--- config.mk ---
export PLATFORM = sky130hd
export DESIGN_NAME = byte_wide_host_port
export DESIGN_NICKNAME = d
export VERILOG_FILES = /design/src/rtl/byte_wide_host_port.v /design/src/rtl/pin_sync.v /design/src/rtl/mode_latch.v
export VERILOG_INCLUDE_DIRS = /design/src /design/src/rtl
export SDC_FILE = /design/constraint.sdc
export NUM_CORES = 1
export LEC_CHECK = 0
export BUFFER_PORTS_ARGS = -buffer_cell sky130_fd_sc_hd__buf_2
export CAP_MARGIN = 30
export CORE_MARGIN = 1
export CORE_UTILIZATION = 35
export CTS_CLUSTER_SIZE = 28
export DETAILED_ROUTE_END_ITERATION = 16
export PLACE_DENSITY = 0.6
export SKIP_LAST_GASP = 1
export SYNTH_ARGS = -nofsm -noshare
export SYNTH_HDL_FRONTEND = slang
export SYNTH_HIERARCHICAL = 1
export SYNTH_SLANG_ARGS = --single-unit
--- constraint.sdc ---
create_clock -name clock_in -period 2.1 [get_ports clock_in]
set_clock_uncertainty 0.15 [all_clocks]
set_input_delay 0.315 -clock clock_in [delete_from_list [all_inputs] [get_ports clock_in]]
set_output_delay 0.315 -clock clock_in [all_outputs]
set_load 0.01 [all_outputs]
--- src/rtl/host_port_defines.vh ---
// register map, control bit positions and mode codes of the byte-wide host port
// assumes inclusion by the host port and mode latch design files
`ifndef HOST_PORT_DEFINES_VH
`define HOST_PORT_DEFINES_VH
`define ADDR_MESSAGE_PIPE 2'h0
`define ADDR_HOST_CONTROL_STATUS 2'h1
`define ADDR_PCM_INPUT_PORT 2'h2
`define ADDR_COMPRESSED_INPUT_PORT 2'h3
`define BIT_COMPRESSED_RESET 6
`define BIT_PCM_RESET 5
`define BIT_PCM_ALMOST_FULL 4
`define BIT_COMPRESSED_ALMOST_FULL 3
`define BIT_INBOUND_BUSY 2
`define BIT_OUTBOUND_READY 1
`define CHANNEL_RESET_INIT 1'b0
`define MODE_STROBE_DIR 3'h0
`define MODE_SEPARATE 3'h1
`define MODE_I2C 3'h2
`define MODE_SPI 3'h3
`define MODE_NONE 3'h4
`endif

--- src/rtl/byte_wide_host_port.v ---
// byte-wide parallel host port: mode straps, register map, message handshake
// assumes host pins are asynchronous and firmware signals share clock_in
//
// Notes on behaviour
// - strap pins read at reset release choose one of four host modes
// - only the latched mode operates; others ignored until next reset
// - external memory is offered only in serial host modes
// - download by parallel, serial, or autoboot; autoboot only in serial modes
// - parallel modes expose four byte registers chosen by two address bits
// - address 11 takes compressed bytes, 10 takes pcm bytes, both write only
// - address 00 is the message pipe, 01 is control and status
// - interrupt line pulled low in parallel modes while an outbound message waits
// - separate strobes ignored with select high; select and read low drive data
// - write starts with select and write low; address held stable
// - write ends and data latched on first rise of select or write
// - during reset all controls ignored and data bus released
// - message pipe has separate inbound and outbound byte registers
// - outbound ready bit 1 set by firmware write, cleared by host read
// - inbound busy bit 2 set by host write, cleared by firmware read
// - control bit 6 holds compressed channel in reset while one
// - control bit 5 holds pcm channel in reset while one
// - status bit 4 shows pcm buffer almost full
// - status bit 3 shows compressed buffer almost full
// - strobe-direction read drives data while select and data strobe are low; released on first rise
// - strobe-direction write latched on first rise of select or data strobe
`timescale 1ns/1ps
`include "host_port_defines.vh"
module byte_wide_host_port (
  input wire clock_in,
  input wire reset_n_in,
  // host pins
  input wire chip_select_n_in,
  input wire read_strobe_n_in,
  input wire write_strobe_n_in,
  input wire parallel_select_in,
  input wire [1:0] reg_addr_in,
  input wire [7:0] data_in,
  output reg [7:0] data_out,
  output reg data_oe_n_out,
  output reg host_irq_n_oe_n_out,
  // firmware side
  input wire fw_outbound_write_in,
  input wire [7:0] fw_outbound_data_in,
  input wire fw_inbound_read_in,
  input wire fw_message_waiting_in,
  input wire pcm_buffer_almost_full_in,
  input wire compressed_buffer_almost_full_in,
  output reg [7:0] fw_inbound_data_out,
  output reg inbound_busy_out,
  output reg outbound_ready_out,
  output reg compressed_channel_reset_out,
  output reg pcm_channel_reset_out,
  output reg [7:0] pcm_byte_out,
  output reg pcm_byte_valid_out,
  output reg [7:0] compressed_byte_out,
  output reg compressed_byte_valid_out,
  output reg [2:0] host_mode_out,
  output reg ext_memory_enable_out,
  output reg autoboot_allowed_out
);
  // cycle states of the host access
  localparam [2:0] ST_IDLE = 3'b001;
  localparam [2:0] ST_READ = 3'b010;
  localparam [2:0] ST_WRITE = 3'b100;

  wire cs_n_s;
  wire rd_n_s;
  wire wr_n_s;
  wire psel_s;
  wire [1:0] addr_s;
  wire [7:0] data_s;
  wire [2:0] mode_w;

  reg [2:0] state_r;
  reg [2:0] state_nxt;
  reg [1:0] addr_r;
  reg [7:0] wdata_r;
  reg [7:0] outbound_r;
  reg [7:0] inbound_r;
  reg inbound_busy_r;
  reg outbound_ready_r;
  reg cmp_rst_r;
  reg pcm_rst_r;
  reg read_ok;
  reg write_ok;
  reg write_end;
  reg read_end;
  reg host_read_msg;
  reg host_write_pulse;
  reg write_msg;
  reg write_ctrl;
  reg write_pcm;
  reg write_cmp;

  // control register read image
  function [7:0] status_image;
    input pcm_af;
    input cmp_af;
    input busy;
    input ready;
    begin
      status_image = 8'h00;
      status_image[`BIT_PCM_ALMOST_FULL] = pcm_af;
      status_image[`BIT_COMPRESSED_ALMOST_FULL] = cmp_af;
      status_image[`BIT_INBOUND_BUSY] = busy;
      status_image[`BIT_OUTBOUND_READY] = ready;
    end
  endfunction

  // true for the two serial host modes, which own the memory pins
  function serial_mode;
    input [2:0] mode;
    begin
      serial_mode = (mode == `MODE_I2C) || (mode == `MODE_SPI);
    end
  endfunction

  // true for the two parallel host modes, which own the byte bus
  function parallel_mode;
    input [2:0] mode;
    begin
      parallel_mode = (mode == `MODE_SEPARATE) || (mode == `MODE_STROBE_DIR);
    end
  endfunction

  // host pins pass the three-flop filter; straps settle while reset is held
  pin_sync #(
    .WIDTH(14),
    .INIT(14'h3f00)
  ) u_pin_sync (
    .clock_in(clock_in),
    .reset_n_in(reset_n_in),
    .pin_in({chip_select_n_in, read_strobe_n_in, write_strobe_n_in, parallel_select_in, reg_addr_in, data_in}),
    .level_out({cs_n_s, rd_n_s, wr_n_s, psel_s, addr_s, data_s})
  );

  // straps sampled at reset release
  mode_latch u_mode_latch (
    .clock_in(clock_in),
    .reset_n_in(reset_n_in),
    .read_strap_in(rd_n_s),
    .write_strap_in(wr_n_s),
    .select_strap_in(psel_s),
    .mode_out(mode_w)
  );

  // qualify strobes by mode and chip select
  always @* begin
    read_ok = 1'b0;
    write_ok = 1'b0;
    // serial and unlatched modes leave both qualifiers low, so the bus is ignored
    if (mode_w == `MODE_SEPARATE) begin
      read_ok = !cs_n_s && !rd_n_s;
      write_ok = !cs_n_s && !wr_n_s;
    end else if (mode_w == `MODE_STROBE_DIR) begin
      // read pin doubles as direction, write pin as data strobe
      read_ok = !cs_n_s && !wr_n_s && rd_n_s;
      write_ok = !cs_n_s && !wr_n_s && !rd_n_s;
    end
  end

  // cycle state machine; other modes never leave idle
  always @* begin
    state_nxt = state_r;
    write_end = 1'b0;
    read_end = 1'b0;
    case (state_r)
      ST_IDLE: begin
        if (write_ok) begin
          state_nxt = ST_WRITE;
        end else if (read_ok) begin
          state_nxt = ST_READ;
        end
      end
      ST_READ: begin
        if (!read_ok) begin
          state_nxt = ST_IDLE;
          read_end = 1'b1;
        end
      end
      ST_WRITE: begin
        if (!write_ok) begin
          state_nxt = ST_IDLE; // first rise of select or strobe ends it
          write_end = 1'b1;
        end
      end
      default: begin
        state_nxt = ST_IDLE;
      end
    endcase
    host_read_msg = read_end && (addr_r == `ADDR_MESSAGE_PIPE);
    host_write_pulse = write_end;
    // one strobe per register for a finished host write
    write_msg = host_write_pulse && (addr_r == `ADDR_MESSAGE_PIPE);
    write_ctrl = host_write_pulse && (addr_r == `ADDR_HOST_CONTROL_STATUS);
    write_pcm = host_write_pulse && (addr_r == `ADDR_PCM_INPUT_PORT);
    write_cmp = host_write_pulse && (addr_r == `ADDR_COMPRESSED_INPUT_PORT);
  end

  // cycle tracking and capture of address and data
  always @(posedge clock_in) begin
    if (!reset_n_in) begin
      state_r <= ST_IDLE;
      addr_r <= 2'h0;
      wdata_r <= 8'h00;
    end else begin
      state_r <= state_nxt;
      // address is frozen for the whole cycle; a change mid-cycle cannot retarget it
      if (state_r == ST_IDLE) begin
        addr_r <= addr_s;
      end
      // data keeps following the filtered bus until select or the strobe is seen high
      if (write_ok) begin
        wdata_r <= data_s; // last value before select or the strobe rises
      end
    end
  end

  // message pipe, handshake flags and control bits
  always @(posedge clock_in) begin
    if (!reset_n_in) begin
      outbound_r <= 8'h00;
      inbound_r <= 8'h00;
      inbound_busy_r <= 1'b0;
      outbound_ready_r <= 1'b0;
      cmp_rst_r <= `CHANNEL_RESET_INIT;
      pcm_rst_r <= `CHANNEL_RESET_INIT;
    end else begin
      // outbound byte is only written by firmware; host writes never reach it
      if (fw_outbound_write_in) begin
        outbound_r <= fw_outbound_data_in;
      end
      // set wins over clear
      if (fw_outbound_write_in) begin
        outbound_ready_r <= 1'b1;
      end else if (host_read_msg) begin
        outbound_ready_r <= 1'b0;
      end
      // host write wins over a firmware read in the same cycle
      if (write_msg) begin
        inbound_r <= wdata_r;
        inbound_busy_r <= 1'b1;
      end else if (fw_inbound_read_in) begin
        inbound_busy_r <= 1'b0;
      end
      // channel reset bits take effect once the host write has finished
      if (write_ctrl) begin
        cmp_rst_r <= wdata_r[`BIT_COMPRESSED_RESET];
        pcm_rst_r <= wdata_r[`BIT_PCM_RESET];
      end
    end
  end

  // registered outputs toward firmware and host
  always @(posedge clock_in) begin
    if (!reset_n_in) begin
      data_out <= 8'h00;
      data_oe_n_out <= 1'b1;
      host_irq_n_oe_n_out <= 1'b1;
      fw_inbound_data_out <= 8'h00;
      inbound_busy_out <= 1'b0;
      outbound_ready_out <= 1'b0;
      compressed_channel_reset_out <= `CHANNEL_RESET_INIT;
      pcm_channel_reset_out <= `CHANNEL_RESET_INIT;
      pcm_byte_out <= 8'h00;
      pcm_byte_valid_out <= 1'b0;
      compressed_byte_out <= 8'h00;
      compressed_byte_valid_out <= 1'b0;
      host_mode_out <= `MODE_NONE;
      ext_memory_enable_out <= 1'b0;
      autoboot_allowed_out <= 1'b0;
    end else begin
      // read data, driven while the read cycle lasts
      data_oe_n_out <= !(state_nxt == ST_READ);
      // read image follows the frozen address, so it is steady while driven
      case (addr_r)
        `ADDR_MESSAGE_PIPE: data_out <= outbound_r;
        `ADDR_HOST_CONTROL_STATUS: data_out <= status_image(pcm_buffer_almost_full_in,
          compressed_buffer_almost_full_in, inbound_busy_r, outbound_ready_r);
        default: data_out <= 8'h00;
      endcase
      // pull the line low in parallel modes while a message waits
      host_irq_n_oe_n_out <= !(fw_message_waiting_in && parallel_mode(mode_w));
      // firmware-facing copies lag the internal flags by one cycle
      fw_inbound_data_out <= inbound_r;
      inbound_busy_out <= inbound_busy_r;
      outbound_ready_out <= outbound_ready_r;
      compressed_channel_reset_out <= cmp_rst_r;
      pcm_channel_reset_out <= pcm_rst_r;
      // data input ports, one pulse per host byte, dropped while channel held
      pcm_byte_valid_out <= write_pcm && !pcm_rst_r;
      compressed_byte_valid_out <= write_cmp && !cmp_rst_r;
      if (write_pcm) begin
        pcm_byte_out <= wdata_r;
      end
      if (write_cmp) begin
        compressed_byte_out <= wdata_r;
      end
      host_mode_out <= mode_w;
      // memory pins and autoboot reuse the pins that the parallel bus would occupy
      ext_memory_enable_out <= serial_mode(mode_w);
      autoboot_allowed_out <= serial_mode(mode_w);
    end
  end
endmodule

--- src/rtl/pin_sync.v ---
// three-flop synchroniser with agreement filter for a group of pins
// assumes asynchronous inputs; outside reset, output changes only when stages two and three agree
`timescale 1ns/1ps
module pin_sync #(
  parameter WIDTH = 1,
  parameter [WIDTH-1:0] INIT = {WIDTH{1'b1}}
) (
  input wire clock_in,
  input wire reset_n_in,
  input wire [WIDTH-1:0] pin_in,
  output reg [WIDTH-1:0] level_out
);
  reg [WIDTH-1:0] stage1_r;
  reg [WIDTH-1:0] stage2_r;
  reg [WIDTH-1:0] stage3_r;
  integer i;

  // shift chain keeps running through reset, so strap pins are settled when reset lifts;
  // outside reset a bit moves only once stages two and three agree
  always @(posedge clock_in) begin
    stage1_r <= pin_in;
    stage2_r <= stage1_r;
    stage3_r <= stage2_r;
    for (i = 0; i < WIDTH; i = i + 1) begin
      if (!reset_n_in || stage2_r[i] == stage3_r[i]) begin
        level_out[i] <= stage3_r[i];
      end
    end
  end
endmodule

--- src/rtl/mode_latch.v ---
// catches the host mode straps at reset release
// assumes straps arrive already synchronised
`timescale 1ns/1ps
`include "host_port_defines.vh"
module mode_latch (
  input wire clock_in,
  input wire reset_n_in,
  input wire read_strap_in,
  input wire write_strap_in,
  input wire select_strap_in,
  output reg [2:0] mode_out
);
  reg in_reset_r;

  // decode of the three strap pins into a mode code
  function [2:0] decode_mode;
    input rd;
    input wr;
    input ps;
    begin
      if (rd && wr) begin
        decode_mode = ps ? `MODE_STROBE_DIR : `MODE_SEPARATE;
      end else if (!rd && wr) begin
        decode_mode = `MODE_I2C;
      end else if (rd && !wr) begin
        decode_mode = `MODE_SPI;
      end else begin
        decode_mode = `MODE_NONE;
      end
    end
  endfunction

  // straps follow the pins during reset, freeze at the first edge after release
  always @(posedge clock_in) begin
    if (!reset_n_in) begin
      in_reset_r <= 1'b1;
      mode_out <= `MODE_NONE;
    end else begin
      in_reset_r <= 1'b0;
      if (in_reset_r) begin
        mode_out <= decode_mode(read_strap_in, write_strap_in, select_strap_in);
      end
    end
  end
endmodule

Yosys cells after proc, flatten, opt, wreduce, memory -nomap -nowiden

Index checks and enable logic that the tools add are counted.

Flip-flop bits (word level): 137
Logic and storage cells: 132
Input bits: 29

Eq/ne operators: 24
Mux-type cells: 23
Reduce and logical (&&, ||, !) cells: 43

Operators with widths:

| kind               | count |
|---|---|
| $mux 3             | 7 |
| $logic_or 1x1->1   | 16 |
| $pmux 8 s2         | 1 |
| $logic_and 1x1->1  | 15 |
| $eq 1x1->1         | 14 |
| $mux 1             | 14 |
| $eq 3x2->1 const B | 4 |
| $pmux 3 s3         | 1 |
| $logic_not 1->1    | 8 |
| $eq 3x1->1 const B | 2 |
| $eq 2x2->1 const B | 2 |
| $reduce_bool 2->1  | 2 |
| $eq 3x3->1 const B | 1 |
| $logic_not 3->1    | 1 |
| $eq 2x1->1 const B | 1 |
| $logic_not 2->1    | 1 |

Depth between registers and ports, before layout

Depth after elaboration: 10
Mapped depth: 6
Depth with buffers taken out: 4

Hierarchy

Netlist, hierarchy kept.

Modules (own cells, without submodules):

| module              | area an instance (um^2) | cells an instance | times used |
|---|---|---|---|
| byte_wide_host_port | 2700.1                  | 266               | 1 |
| pin_sync            | 1447.6                  | 85                | 1 |
| mode_latch          | 181.4                   | 18                | 1 |

Least setup slack after synthesis

OpenSTA, ideal clock, no wires.

Path type: reg-to-reg
Start point: register u_pin_sync.level_out[13]
End point: register compressed_byte_out[5]
Buffers on the path: 2
Period minus slack after synthesis: 1891 ps
Setup slack: 209 ps
Cell stages (with the launch flop): 7
Data arrival time: 1619 ps
Library setup time: 121 ps
Path through: edfxtp_1 or3_4 or3_1 clkbuf_2 and4_1 buf_6 mux2i_1

Word-level cells in the longest chain between the ends: 8

Ends and longest elaborated chain:

| what                              | RTL line                                             | text |
|---|---|---|
| from (decl)                       | pin_sync.v:11                                        | `output reg [WIDTH-1:0] level_out` |
| from (signal, indexed assignment) | pin_sync.v:26                                        | `level_out[i] <= stage3_r[i];` |
| $logic_not 1->1 (*)               | byte_wide_host_port.v:154, byte_wide_host_port.v:158 |  |
| $logic_and 1x1->1 (*)             | byte_wide_host_port.v:154, byte_wide_host_port.v:158 |  |
| $logic_and 1x1->1                 | byte_wide_host_port.v:158                            | `write_ok = !cs_n_s && !wr_n_s && !rd_n_s;` |
| $mux 1                            | byte_wide_host_port.v:155                            | `` end else if (mode_w == `MODE_STROBE_DIR) begin `` |
| $mux 1 (*)                        | byte_wide_host_port.v:152                            | `` if (mode_w == `MODE_SEPARATE) begin `` |
| $mux 1 (*)                        | byte_wide_host_port.v:182                            | `if (!write_ok) begin` |
| $mux 1 (*)                        | byte_wide_host_port.v:167                            | `case (state_r)` |
| $logic_and 1x1->1 (*)             | byte_wide_host_port.v:197                            | `` write_cmp = host_write_pulse && (addr_r == `ADDR_COMPRESSED_INPUT_PORT); `` |
| to (signal assigned)              | byte_wide_host_port.v:297                            | `compressed_byte_out <= wdata_r;` |
| to (decl)                         | byte_wide_host_port.v:55                             | `output reg [7:0] compressed_byte_out,` |

Mark *: on every way between the ends. The rest lies on a longest branch, timed or not.
A chain may end at the register's enable or synchronous reset.

Worst setup path after layout

Start point: register u_pin_sync.level_out[13]
End point: register pcm_byte_out[2]

Word-level cells in the longest chain between the ends: 8

Ends and longest elaborated chain:

| what                  | RTL line                                             | text |
|---|---|---|
| $logic_not 1->1 (*)   | byte_wide_host_port.v:154, byte_wide_host_port.v:158 |  |
| $logic_and 1x1->1 (*) | byte_wide_host_port.v:154, byte_wide_host_port.v:158 |  |
| $logic_and 1x1->1     | byte_wide_host_port.v:158                            |  |
| $mux 1                | byte_wide_host_port.v:155                            |  |
| $mux 1 (*)            | byte_wide_host_port.v:152                            |  |
| $mux 1 (*)            | byte_wide_host_port.v:182                            |  |
| $mux 1 (*)            | byte_wide_host_port.v:167                            |  |
| $logic_and 1x1->1 (*) | byte_wide_host_port.v:196                            | `` write_pcm = host_write_pulse && (addr_r == `ADDR_PCM_INPUT_PORT); `` |
| to (signal assigned)  | byte_wide_host_port.v:294                            | `pcm_byte_out <= wdata_r;` |
| to (decl)             | byte_wide_host_port.v:53                             | `output reg [7:0] pcm_byte_out,` |

Marks and branches as above.

==> out/summary.txt <==
1st-pass router iterations: 4
capturing point of the worst reg2reg path: pcm_byte_out[2]
Starting Density: 36.0%
global-route wire length before repair: 11.9 mm
maxcap violations: 0
leak pwr: 0.00264 uW
Post-Syn Nets: 401
Sum Neg Setup Slack: 0 ns
DRT Wirelength: 7.22 mm
Rows: 40
CTS tree: built
reg2reg start: u_pin_sync/level_out[13]
layout cells sized above 1: 23.9%
total congestion overflow: 0
fin crit period: 1.92 ns
R2R Setup Slk: 0.18 ns
via count: 2706
Multi-input gate area: 1310 sq um
Hold Path End: outbound_r[5]
Vias/cell: 4.27
sequential-to-total area share from yosys stat: 66.6%
worst hold slack: 0.0251 ns
fin util: 47.4%
final setup vio count: 0
Syn Area/Cell: 11.7 sq um
share of the synthesized area in the top cell type: 56.9%
Worst EP required: 2.29 ns
Post-synth EDFFs: 14
Synth Instances: 369
crit share post-route: 91.5%
worst-path maximum fanout: 8
Die X: 113 um
post-synth cell types: 39
DRT iter0 DRCs: 106
Synth area leader: dfxtp_1
worst setup path start: u_pin_sync/level_out[13]
initial antenna violation count: 0
H-tree levels: 4
Area Overhead vs Synth: 31.5%
Max-slew headroom: 67.2%
cell with the most instances after synthesis: dfxtp_1
Clock Sinks: 137
Synth top cells by count: dfxtp_1, nand2_1, mux2i_1, inv_1
R2R depth: 5
Power Density: 1040 nW/um^2
# diodes: 0
DR DRC count: 0
CTS clk-pin slew, worst paths: 0.06 ns
ys flop type: dfxtp_1
post-route ant nets: 0
Worst Setup Start Kind: flip-flop
worst slew pin tran: 0.491 ns
VDD IR max: 0.677 mV
die area: 12800 sq um
share of synthesized flip-flops with an asynchronous set or reset: 0%
FILL cells: 1114
final hold violations: 0
Detail Placement HPWL: 4.72 mm
RSZ-0062 raised after global routing: no
Layout Nets: 505
Die Height: 113 um
pin count of the biggest net entering global routing: 64
Synth warnings: 6
Root Buffer: clkbuf_16
total global-route track usage: 12.2%
Bufs on Longest Clock Path: 2
status: finished, final reports clean
RD Place Congestion: 0.727
port bufs: 73
Synth Cell Area: 4330 sq um
crit end category: flip-flop
wire length per cell: 11.4 um
Worst-Skew Late Latency: 0.41 ns
Synth area leaders: dfxtp_1, edfxtp_1, mux2i_1
core area: 12000 sq um
Yosys reg bits: 137
Hold Path Stages: 3
I/O pins: 74
Sequential Area: 2880 sq um
fmax: 521 MHz
TritonCTS buffer count: 17
crit path kind: flip-flop to flip-flop
hold_sp: fw_outbound_data_in[5]
Arr. time, crit path: 2.11 ns
Hold WC Path Type: primary input to flip-flop
vias in the first global route: 2609
Max Slew Vio Count: 0
-- state kept, by name (all words and copies together) (netlist names), 2 cells and up --
register               count
addr_r                     2
u_pin_sync/stage1_r       14
state_r                    3
compressed_byte_out        8
wdata_r                    8
u_pin_sync/stage3_r       14
fw_inbound_data_out        8
pcm_byte_out               8
inbound_r                  8
u_pin_sync/level_out      14
u_pin_sync/stage2_r       14
u_mode_latch/mode_out      3
outbound_r                 8
host_mode_out              3
data_out                   8
-- power breakdown --
group          internal (uW)  switching (uW)
clock network           1770            1110
logic                    129             110
registers               2760            57.1
total                   4650            1280
-- routing by layer --
layer | global-route usage (%) | part of all wire (%) | wire (um)
met1 | 14.1 | 47 | 3410
met2 | 19.2 | 46 | 3300
met3 | 4.87 | 5.1 | 365
met4 | 7.37 | 1.9 | 139
met5 | 0 | 0 | 0
-- worst max-delay path by stage --
stage                                   to  slack, ns  depth (start not counted)
global route                  inbound_r[3]        0.1                          5
global placement    compressed_byte_out[2]       0.05                          4
detailed placement  compressed_byte_out[1]       0.02                          4
floorplan           compressed_byte_out[5]       0.21                          6
CTS                 compressed_byte_out[4]       0.04                          4
finish                     pcm_byte_out[2]       0.18                          5
-- worst max-delay path: stages, from the launching register on --
cell and delay [ns]:
edfxtp_1 0.38, or3_4 0.39, or3_4 0.43, nand4b_1 0.16, buf_12 0.16, mux2i_1 0.18
-- kinds of logic after synthesis --
family | Yosys count | synth area share (%)
xor gates and xnor gates | 14 | 2.83
DFF | 137 | 66.6
muxes | 40 | 9.25
adders and majority gates | 3 | 0.867
AOI/OAI and AO/OA | 25 | 3.93
and+or+nand+nor | 119 | 13.3
buffers and inverters | 31 | 3.27
-- cells in the final DEF (no fill, tap or decap), types with 11 or more instances in the layout --
| master | netlist | layout |
|---|---|---|
| a21boi_0 | 11 | 11 |
| clkbuf_16 | 0 | 19 |
| dlygate4sd3_1 | 0 | 21 |
| edfxtp_1 | 14 | 14 |
| inv_1 | 15 | 15 |
| dfxtp_1 | 123 | 123 |
| xor2_1 | 14 | 14 |
| buf_2 | 1 | 73 |
| mux2i_1 | 40 | 40 |
| nand2_1 | 67 | 67 |
-- layout make-up --
class	instances	area share (%)
flip-flops and latches	137	50.6
clock inverters	13	2.07
multi-input cells	201	23.0
inverters	15	0.989
well taps	147	3.23
clock buffers	19	8.35
repair buffers	101	11.7
-- repair_timing --
item / in CTS / in global routing
gates resized for setup: 1 / 2
hold buffers: 21 / 0
setup endpoints to repair: 8 / 9
hold endpoints to repair: 21 / 0
buffers inserted: 0 / 0
-- through the flow --
stage	instance area, sq um	setup WS [ns]	total power (uW)	std cells
floorplan	4330	0.209	2990	369
global placement	4880	0.0495	3070	580
detailed placement	4880	0.0192	3080	580
CTS	5690	0.0359	6010	633
global route	5690	0.0953	6170	633
finish	5690	0.179	5930	633
Power figures use the tool's default switching activity.
